[src/include/frb_pkg.sv]
// Package of constants for the flash rewrite and boot mode control block
`default_nettype none
package frb_pkg;
   // Rewrite modes
   typedef enum logic [1:0] {
      FRB_MODE_CPU,
      FRB_MODE_SERIAL,
      FRB_MODE_PARALLEL,
      FRB_MODE_CAN
   } frb_mode_e;

   // Software commands, eight in all
   typedef enum logic [2:0] {
      FRB_CMD_READ_ARRAY,
      FRB_CMD_READ_STATUS,
      FRB_CMD_CLEAR_STATUS,
      FRB_CMD_PROGRAM,
      FRB_CMD_BLOCK_ERASE,
      FRB_CMD_ERASE_ALL,
      FRB_CMD_LOCK_PROGRAM,
      FRB_CMD_READ_LOCK
   } frb_cmd_e;

   // Register offsets
   localparam logic [3:0] FRB_OFS_FLASH_CTRL0 = 4'h0;
   localparam logic [3:0] FRB_OFS_PROC_MODE1  = 4'h1;
   localparam logic [3:0] FRB_OFS_COMMAND     = 4'h2;
   localparam logic [3:0] FRB_OFS_STATUS      = 4'h3;
   localparam logic [3:0] FRB_OFS_LOCK        = 4'h4;
   localparam logic [3:0] FRB_OFS_MODE        = 4'h5;

   // Flash control register zero bit positions
   localparam int FRB_BIT_READY       = 0;
   localparam int FRB_BIT_REWRITE_EN  = 1;
   localparam int FRB_BIT_ROM_SEL     = 5;
   localparam int FRB_BIT_PROG_ERR    = 6;
   localparam int FRB_BIT_ERASE_ERR   = 7;

   // Processor mode register one bit positions
   localparam int FRB_BIT_BLOCK_A     = 0;
   localparam int FRB_BIT_EXPAND      = 3;

   // Command register fields
   localparam int FRB_CMD_LSB         = 0;
   localparam int FRB_BLK_LSB         = 4;
   localparam int FRB_BYTE_BIT        = 8;

   // Reset values
   localparam logic [7:0] FRB_RST_FLASH_CTRL0 = 8'h01;
   localparam logic [7:0] FRB_RST_PROC_MODE1  = 8'h00;

   // Block A region and size
   localparam logic [19:0] FRB_BLOCK_A_LO     = 20'h10000;
   localparam logic [19:0] FRB_BLOCK_A_HI     = 20'h26FFF;
   localparam int          FRB_BLOCK_A_BYTES  = 4096;

   // Busy time of an operation in ns and its cycle count
   localparam int FRB_CLK_PERIOD_NS = 10;
   localparam int FRB_OP_TIME_NS    = 200;
   localparam int FRB_OP_CYCLES     = (FRB_OP_TIME_NS + FRB_CLK_PERIOD_NS - 1) / FRB_CLK_PERIOD_NS;
endpackage
`default_nettype wire

[src/rtl/frb_flash_ctrl.sv]
// Flash rewrite mode, ROM area and boot mode control
//
// How it works
// Four rewrite modes: CPU, standard serial, parallel, CAN.
// User ROM has a separate 4 Kbyte block A.
// Block A and region 10000h-26FFFh enabled only when block-A bit is 1.
// Word programming always; byte programming only in parallel mode.
// Erase all blocks together, or one chosen block.
// Each block has a lock bit preventing program and erase; the erase-all command here ignores the lock bits.
// Program and erase start only through eight software commands.
// Boot ROM rewritable only in parallel mode; user ROM in all.
// Reset with mode pin high, strap A high, strap B low enters boot.
// Reset with mode pin low starts from user ROM.
// Boot ROM shares user ROM addresses and is not readable.
// In boot mode the ROM select bit picks boot or user ROM.
// CPU rewrite forces block-A and expansion bits to 1.
// Expansion bit held 1 in rewrite; written value applies after exit.
// Rewrite software runs from RAM or expansion area only.
// CPU rewrite in single chip; expansion and boot modes erase-write zero only.
// Serial sub-mode one uses programmer-clocked synchronous serial.
// Serial sub-mode two needs 5, 10 or 16 MHz main clock.
// Each block should be erased at most 100 times.
// ROM select 0 gives boot ROM, 1 user ROM, only in boot mode.
// Rewrite enable set by writing 0 then 1 in succession.
// Straps sampled at reset release and held until next reset.
`timescale 1ns/1ps
`default_nettype none
module frb_flash_ctrl #(
   parameter int NUM_BLOCKS = 8,
   parameter int DATA_W     = 16
) (
   input  wire logic              clock,
   input  wire logic              reset_n,
   input  wire logic              processor_mode_pin,
   input  wire logic              boot_strap_high_pin,
   input  wire logic              boot_strap_low_pin,
   input  wire logic              memory_expansion_mode,
   input  wire logic              ew_variant_one,
   input  wire logic [1:0]        rewrite_mode,
   input  wire logic [19:0]       cpu_addr,
   input  wire logic [3:0]        reg_addr,
   input  wire logic [DATA_W-1:0] reg_wdata,
   input  wire logic              reg_write,
   input  wire logic              reg_read,
   output logic      [DATA_W-1:0] reg_rdata,
   output logic                   boot_mode,
   output logic                   boot_rom_selected,
   output logic                   block_a_selected,
   output logic                   flash_busy,
   output logic                   program_pulse,
   output logic                   erase_pulse
);
   // ------------------------------------------------------------
   // Strap synchronisers and reset sampling
   // ------------------------------------------------------------
   logic [2:0] strap_meta_q;
   logic [2:0] strap_sync_q;
   logic       straps_taken_q;
   logic       boot_mode_q;
   logic       boot_mode_d;

   always_ff @(posedge clock) begin
      strap_meta_q <= {processor_mode_pin, boot_strap_high_pin, boot_strap_low_pin};
      strap_sync_q <= strap_meta_q;
   end

   // Boot entry needs mode pin high, strap A high, strap B low
   assign boot_mode_d = strap_sync_q[2] & strap_sync_q[1] & ~strap_sync_q[0];

   always_ff @(posedge clock) begin
      if (!reset_n) begin
         straps_taken_q <= 1'b0;
         boot_mode_q    <= 1'b0;
      end else if (!straps_taken_q) begin
         straps_taken_q <= 1'b1;
         boot_mode_q    <= boot_mode_d;
      end
   end

   // ------------------------------------------------------------
   // Register decode
   // ------------------------------------------------------------
   wire wr_fc0  = reg_write && reg_addr == frb_pkg::FRB_OFS_FLASH_CTRL0;
   wire wr_pm1  = reg_write && reg_addr == frb_pkg::FRB_OFS_PROC_MODE1;
   wire wr_cmd  = reg_write && reg_addr == frb_pkg::FRB_OFS_COMMAND;
   wire wr_stat = reg_write && reg_addr == frb_pkg::FRB_OFS_STATUS;
   wire wr_lock = reg_write && reg_addr == frb_pkg::FRB_OFS_LOCK;

   // ------------------------------------------------------------
   // Flash control register zero
   // ------------------------------------------------------------
   logic rewrite_en_q;
   logic rewrite_armed_q;
   logic rom_sel_q;
   logic prog_err_q;
   logic erase_err_q;

   wire wr_en_bit  = reg_wdata[frb_pkg::FRB_BIT_REWRITE_EN];
   wire parallel_m = rewrite_mode == 2'(frb_pkg::FRB_MODE_PARALLEL);
   wire cpu_m      = rewrite_mode == 2'(frb_pkg::FRB_MODE_CPU);
   // Variant one of CPU rewrite is only allowed in single-chip, non-boot operation
   wire cpu_ok     = cpu_m && !(ew_variant_one && (memory_expansion_mode || boot_mode_q));
   // Serial and CAN rewrite run only in boot mode
   wire mode_ok    = cpu_m ? cpu_ok : (parallel_m || boot_mode_q);

   always_ff @(posedge clock) begin
      if (!reset_n) begin
         rewrite_en_q    <= frb_pkg::FRB_RST_FLASH_CTRL0[frb_pkg::FRB_BIT_REWRITE_EN];
         rewrite_armed_q <= 1'b0;
         rom_sel_q       <= frb_pkg::FRB_RST_FLASH_CTRL0[frb_pkg::FRB_BIT_ROM_SEL];
      end else if (wr_fc0) begin
         // Enable needs a 0 write directly followed by a 1 write
         rewrite_armed_q <= !wr_en_bit;
         rewrite_en_q    <= wr_en_bit && (rewrite_armed_q || rewrite_en_q) && cpu_ok;
         rom_sel_q       <= reg_wdata[frb_pkg::FRB_BIT_ROM_SEL];
      end else if (reg_write) begin
         rewrite_armed_q <= 1'b0;
      end
   end

   // ------------------------------------------------------------
   // Processor mode register one
   // ------------------------------------------------------------
   logic block_a_q;
   logic expand_q;

   always_ff @(posedge clock) begin
      if (!reset_n) begin
         block_a_q <= frb_pkg::FRB_RST_PROC_MODE1[frb_pkg::FRB_BIT_BLOCK_A];
         expand_q  <= frb_pkg::FRB_RST_PROC_MODE1[frb_pkg::FRB_BIT_EXPAND];
      end else if (wr_pm1) begin
         block_a_q <= reg_wdata[frb_pkg::FRB_BIT_BLOCK_A];
         expand_q  <= reg_wdata[frb_pkg::FRB_BIT_EXPAND];
      end
   end

   // Stored value shows again once rewrite ends
   wire block_a_eff = block_a_q | rewrite_en_q;
   wire expand_eff  = expand_q | rewrite_en_q;

   // ------------------------------------------------------------
   // Address routing
   // ------------------------------------------------------------
   wire in_block_a = cpu_addr >= frb_pkg::FRB_BLOCK_A_LO && cpu_addr <= frb_pkg::FRB_BLOCK_A_HI;
   // Boot ROM overlays user ROM; select only counts in boot mode
   wire boot_route = boot_mode_q && !rom_sel_q;

   // ------------------------------------------------------------
   // Lock bits and command engine
   // ------------------------------------------------------------
   localparam int BW = $clog2(NUM_BLOCKS);
   localparam int CW = $clog2(frb_pkg::FRB_OP_CYCLES + 1);

   logic [NUM_BLOCKS-1:0] lock_q;
   logic [CW-1:0]         busy_cnt_q;
   logic                  prog_q;
   logic                  erase_q;

   wire [2:0]    cmd      = reg_wdata[frb_pkg::FRB_CMD_LSB +: 3];
   wire [BW-1:0] blk      = reg_wdata[frb_pkg::FRB_BLK_LSB +: BW];
   wire          byte_op  = reg_wdata[frb_pkg::FRB_BYTE_BIT];
   wire          idle     = busy_cnt_q == '0;
   // Boot ROM is only reachable by the parallel programmer
   wire          area_ok  = !boot_route || parallel_m;
   wire          width_ok = !byte_op || parallel_m;
   wire          rights   = mode_ok && (!cpu_m || rewrite_en_q) && area_ok;
   wire          is_prog  = cmd == 3'(frb_pkg::FRB_CMD_PROGRAM);
   wire          is_berase = cmd == 3'(frb_pkg::FRB_CMD_BLOCK_ERASE);
   wire          is_eall  = cmd == 3'(frb_pkg::FRB_CMD_ERASE_ALL);
   wire          blk_lock = lock_q[blk];
   // Only the command register starts an operation
   wire          go_prog  = wr_cmd && idle && rights && is_prog && width_ok && !blk_lock;
   wire          go_erase = wr_cmd && idle && rights && ((is_berase && !blk_lock) || is_eall);
   wire          bad_prog = wr_cmd && is_prog && !go_prog;
   wire          bad_erase = wr_cmd && (is_berase || is_eall) && !go_erase;
   wire          go_lock  = wr_cmd && idle && rights && cmd == 3'(frb_pkg::FRB_CMD_LOCK_PROGRAM);
   wire          clr_stat = wr_stat || (wr_cmd && cmd == 3'(frb_pkg::FRB_CMD_CLEAR_STATUS));

   always_ff @(posedge clock) begin
      if (!reset_n) begin
         lock_q <= '0;
      end else if (go_lock) begin
         lock_q[blk] <= 1'b1;
      end else if (wr_lock) begin
         lock_q <= lock_q & reg_wdata[NUM_BLOCKS-1:0];
      end
   end

   always_ff @(posedge clock) begin
      if (!reset_n) begin
         busy_cnt_q <= '0;
         prog_q     <= 1'b0;
         erase_q    <= 1'b0;
      end else begin
         prog_q  <= go_prog;
         erase_q <= go_erase;
         if (go_prog || go_erase) begin
            busy_cnt_q <= CW'(frb_pkg::FRB_OP_CYCLES);
         end else if (!idle) begin
            busy_cnt_q <= busy_cnt_q - 1'b1;
         end
      end
   end

   // Error flags: a new error wins over a clear in the same cycle
   always_ff @(posedge clock) begin
      if (!reset_n) begin
         prog_err_q  <= 1'b0;
         erase_err_q <= 1'b0;
      end else begin
         prog_err_q  <= bad_prog || (prog_err_q && !clr_stat);
         erase_err_q <= bad_erase || (erase_err_q && !clr_stat);
      end
   end

   // ------------------------------------------------------------
   // Read path and outputs
   // ------------------------------------------------------------
   logic [DATA_W-1:0] rd_mux;
   always_comb begin
      rd_mux = '0;
      case (reg_addr)
         frb_pkg::FRB_OFS_FLASH_CTRL0: begin
            rd_mux[frb_pkg::FRB_BIT_READY]      = idle;
            rd_mux[frb_pkg::FRB_BIT_REWRITE_EN] = rewrite_en_q;
            rd_mux[frb_pkg::FRB_BIT_ROM_SEL]    = rom_sel_q;
            rd_mux[frb_pkg::FRB_BIT_PROG_ERR]   = prog_err_q;
            rd_mux[frb_pkg::FRB_BIT_ERASE_ERR]  = erase_err_q;
         end
         frb_pkg::FRB_OFS_PROC_MODE1: begin
            rd_mux[frb_pkg::FRB_BIT_BLOCK_A] = block_a_eff;
            rd_mux[frb_pkg::FRB_BIT_EXPAND]  = expand_eff;
         end
         frb_pkg::FRB_OFS_LOCK: begin
            rd_mux[NUM_BLOCKS-1:0] = lock_q;
         end
         frb_pkg::FRB_OFS_MODE: begin
            rd_mux[0] = boot_mode_q;
            rd_mux[1] = mode_ok;
         end
         default: begin
            rd_mux = '0;
         end
      endcase
   end

   always_ff @(posedge clock) begin
      if (!reset_n) begin
         reg_rdata         <= '0;
         boot_mode         <= 1'b0;
         boot_rom_selected <= 1'b0;
         block_a_selected  <= 1'b0;
         flash_busy        <= 1'b0;
         program_pulse     <= 1'b0;
         erase_pulse       <= 1'b0;
      end else begin
         reg_rdata         <= reg_read ? rd_mux : '0;
         boot_mode         <= boot_mode_q;
         boot_rom_selected <= boot_route;
         block_a_selected  <= in_block_a && block_a_eff;
         flash_busy        <= !idle;
         program_pulse     <= prog_q;
         erase_pulse       <= erase_q;
      end
   end

   // ------------------------------------------------------------
   // Assertions
   // ------------------------------------------------------------
   a_block_a_gate: assert property (@(posedge clock) disable iff (!reset_n)
      block_a_selected |-> $past(block_a_eff) && $past(in_block_a))
      else $error("block A selected while disabled");
   a_force_bits: assert property (@(posedge clock) disable iff (!reset_n)
      rewrite_en_q && reg_read && reg_addr == frb_pkg::FRB_OFS_PROC_MODE1 |=>
         reg_rdata[frb_pkg::FRB_BIT_BLOCK_A] && reg_rdata[frb_pkg::FRB_BIT_EXPAND])
      else $error("rewrite did not force mode bits");
   a_expand_restore: assert property (@(posedge clock) disable iff (!reset_n)
      !rewrite_en_q && reg_read && reg_addr == frb_pkg::FRB_OFS_PROC_MODE1 |=>
         reg_rdata[frb_pkg::FRB_BIT_EXPAND] == $past(expand_q))
      else $error("expansion bit not restored");
   a_enable_seq: assert property (@(posedge clock) disable iff (!reset_n)
      $rose(rewrite_en_q) |-> $past(rewrite_armed_q))
      else $error("rewrite enabled without 0 then 1");
   a_byte_parallel: assert property (@(posedge clock) disable iff (!reset_n)
      wr_cmd && is_prog && byte_op && !parallel_m |-> ##2 !program_pulse)
      else $error("byte program outside parallel mode");
   a_lock_blocks: assert property (@(posedge clock) disable iff (!reset_n)
      wr_cmd && (is_prog || is_berase) && blk_lock |-> ##2 !program_pulse && !erase_pulse)
      else $error("locked block altered");
   a_boot_area: assert property (@(posedge clock) disable iff (!reset_n)
      wr_cmd && boot_route && !parallel_m |-> ##2 !program_pulse && !erase_pulse)
      else $error("boot ROM rewritten outside parallel");
   a_boot_hold: assert property (@(posedge clock) disable iff (!reset_n)
      straps_taken_q && $past(straps_taken_q) |-> $stable(boot_mode_q))
      else $error("boot selection changed");
   a_rom_select: assert property (@(posedge clock) disable iff (!reset_n)
      !boot_mode_q |=> !boot_rom_selected)
      else $error("ROM select active outside boot");
   a_busy_span: assert property (@(posedge clock) disable iff (!reset_n)
      go_prog |-> ##2 flash_busy [*3])
      else $error("busy not shown after program");
   c_prog: cover property (@(posedge clock) disable iff (!reset_n) go_prog);
   c_erase_all: cover property (@(posedge clock) disable iff (!reset_n) go_erase && is_eall);
   c_rewrite_on: cover property (@(posedge clock) disable iff (!reset_n) $rose(rewrite_en_q));
endmodule
`default_nettype wire

[config.mk]
export PLATFORM = sky130hd
export DESIGN_NAME = frb_flash_ctrl
export DESIGN_NICKNAME = d
export VERILOG_FILES = /design/src/include/frb_pkg.sv /design/src/rtl/frb_flash_ctrl.sv
export SDC_FILE = /design/constraint.sdc
export NUM_CORES = 1
export LEC_CHECK = 0
export BUFFER_PORTS_ARGS = -buffer_cell sky130_fd_sc_hd__buf_4
export CORE_ASPECT_RATIO = 1.75
export CORE_UTILIZATION = 33
export CTS_CLUSTER_SIZE = 28
export DETAILED_ROUTE_END_ITERATION = 10
export PLACE_DENSITY_LB_ADDON = 0.1
export SYNTH_ARGS = -nofsm -noshare
export SYNTH_HDL_FRONTEND = slang
export SYNTH_SLANG_ARGS = --single-unit
[constraint.sdc]
create_clock -name clock -period 2.69 [get_ports clock]
set_input_delay 0.538 -clock clock [delete_from_list [all_inputs] [get_ports clock]]
set_output_delay 0.538 -clock clock [all_outputs]
set_load 0.01 [all_outputs]
==> impl_metrics.json <==
{
  "status": "finished clean",
  "grt_pass1_vias": 1589,
  "p_per_area_mw_per_mm2": 647,
  "synth_edf_count": 0,
  "period_share": 0.831,
  "cts_hold_buf": 0,
  "cts_max_level": 2,
  "rsz0062_at_grt": "false",
  "dieArea_sq_mm": 0.00641,
  "clk_pin_slew_ns": 0.08,
  "cts_resized": 0,
  "switching_share": 0.281,
  "diodes": 0,
  "hold_ws_ns": 0.330,
  "final_hold_viol_count": 0,
  "tns_ns": 0,
  "grt_max_degree": 36,
  "synth-main-ff-cell": "dfxtp_1",
  "ant_nets": 0,
  "drv_slew": 0,
  "cts-buffers-inserted": 5,
  "max_freq_mhz": 447,
  "hp-class": "input port to register",
  "cts_tree": "done",
  "crit_required_ns": 2.88,
  "met3_length_um": 151,
  "routed-via-count": 1706,
  "routedWlPerCell_um": 13.7,
  "maxCapViolCount": 0,
  "rows": 37,
  "die_w_um": 60.9,
  "clockBufferDepth": 2,
  "synthArstFlopShare": 0,
  "dp_hpwl_um": 3600,
  "final_nets": 319,
  "setup_viol": 0,
  "remaining_drc_errors": 0,
  "crit_fanout": 10,
  "core_sq_mm": 0.00588,
  "clkPwrFrac": 0.332,
  "power.switching_w": 0.000452,
  "slew-limit-headroom": 0.638,
  "overflow": 0,
  "postLayoutCoreUtil": 0.424,
  "layout_common_cells": "buf_4, dfxtp_1, nor2_1",
  "fin_worst_skew_ns": 0.00694,
  "synth_area_leaders": "dfxtp_1, nor2_1, mux2i_1",
  "grt_pass1_wl_um": 7640,
  "worstMarginPinSlew_ns": 0.538,
  "firstDrtPassIters": 4,
  "highest_layer": "met4",
  "area.growth.synth_to_final_pct": 24.3,
  "max-vdd-ir-drop_mv": 0.302,
  "power.internal_w": 0.00116,
  "critPathKind": "register to register",
  "synth_cells": 223,
  "avgSynthCellArea_sq_um": 8.99,
  "insertion_delay_ns": 0.30,
  "portBuffers": 45,
  "end_kind": "register",
  "pwr-share-seq": 0.450,
  "cts_root_buf": "clkbuf_8",
  "yosys.area.top_type": "dfxtp_1",
  "cts.sinks": 44,
  "antenna_found_initial": 0,
  "place_congestion": 0.774,
  "worst_ep_arrival_time_ns": 2.43,
  "leakage_nw": 1.06,
  "vias_per_cell": 4.94,
  "drtIter0Drc": 56,
  "finalWirelength_um": 4740,
  "die_h_um": 105,
  "grt_usage": 0.165,
  "final_common_cell": "buf_4",
  "fillCellCount": 618,
  "drive_gt1_frac": 0.228,
  "m1WireLength_um": 1840,
  "ys_ff_latch": 44,
  "layout_min_cycle_time_ns": 2.24,
  "pwr-share-comb": 0.218,
  "netlist_area_sq_mm": 0.00201,
  "post-cts-setup-buffers": 0,
  "wl_met2_um": 2650,
  "start_util": 0.341,
  "cp-start-kind": "register",
  "io_pins": 73,
  "synth-warning-count": 0,
  "p_total_w": 0.00161,
  "synth_top_area_frac": 0.439,
  "ys_seq_area_frac": 0.439,
  "yosys.cell_types.count": 47
}
layer usage:
layer	global-route usage	up-vias
li1	-	866
met1	0.171	800
met2	0.301	34
met3	0.0347	6
met4	0.0731	0
met5	0	-
logic make-up after synthesis:
logic type | Yosys count | synth area share
adder cells (fa/ha/maj) | 2 | 0.0125
XOR/XNOR | 2 | 0.00874
AO/OA/AOI/OAI | 50 | 0.170
flip-flops | 44 | 0.439
multiplexers | 11 | 0.0568
other | 1 | 0.00187
AND/OR/NAND/NOR | 90 | 0.248
buffers and inverters | 23 | 0.0630
power groups by stage:
stage	registers [W]	logic (W)	clock network, W
final	0.000726	0.000351	0.000535
after CTS	0.000727	0.000358	0.000555
after global routing	0.000733	0.000404	0.000580
after global placement	0.000741	0.000352	0
after floorplan	0.000738	0.000262	0
after detailed placement	0.000742	0.000356	0
per-stage QoR:
| stage | setup WS, ns | instances | cell area [sq um] |
|---|---|---|---|
| 2_1_floorplan | 0.746 | 230 | 2030 |
| 3_3_place_gp | 0.495 | 337 | 2370 |
| 3_5_place_dp | 0.464 | 337 | 2370 |
| 4_1_cts | 0.439 | 345 | 2490 |
| 5_1_grt | 0.255 | 345 | 2490 |
| 6_report | 0.453 | 345 | 2490 |
Yosys cell counts (2+ instances only):
cell type,number
o211ai_1,8
a31oi_1,5
nor2b_1,8
nor3_1,5
o21ai_1,5
ha_1,2
and2_1,6
nand2_1,18
nand3_2,2
dfxtp_1,44
o21ai_0,7
and3_1,6
o2bb2ai_1,2
clkbuf_1,6
mux2_2,3
mux2i_1,8
nand3b_1,3
nand2b_1,2
a211oi_1,2
o211a_1,2
inv_1,6
buf_2,2
a41oi_1,2
a21oi_1,6
nor2_1,23
nor3b_1,4
nand3_1,7
o21bai_1,2
buf_4,8
a22o_1,2
path summary, 6_finish.rpt:
kind	slack (ns)	startpoint	cells after the start	endpoint
worst max-delay path	0.45	busy_cnt_q[0]	7	busy_cnt_q[1]
worst min register to register	0.33	strap_meta_q[0]	0	strap_sync_q[0]
worst max register to register	0.45	busy_cnt_q[0]	7	busy_cnt_q[1]
worst min-delay path	0.33	boot_strap_low_pin	1	strap_meta_q[0]
final cells by class:
| class | instances | area (sq um) | area share |
|---|---|---|---|
| Timing Repair Buffer | 46 | 345 | 0.139 |
| Clock buffer | 6 | 82.6 | 0.0331 |
| Clock inverter | 2 | 38.8 | 0.0156 |
| Sequential cell | 44 | 881 | 0.353 |
| Tap cell | 78 | 97.6 | 0.0392 |
| Inverter | 6 | 22.5 | 0.00904 |
| Multi-Input combinational cell | 163 | 1020 | 0.411 |
flip-flops by register name (all words and copies together) (netlist names), 3 cells and up:
name / count
reg_rdata: 8
busy_cnt_q: 5
strap_meta_q: 3
strap_sync_q: 3
lock_q: 8
worst max-delay path, cell delays in order, from the launching register on:
cell and delay [ns]:
dfxtp_1 0.33, inv_1 0.10, ha_1 0.20, or4b_1 0.60, nor3_4 0.18, o21a_1 0.40, a22o_1 0.26, nor2_1 0.06
Power figures use the tool's default switching activity.
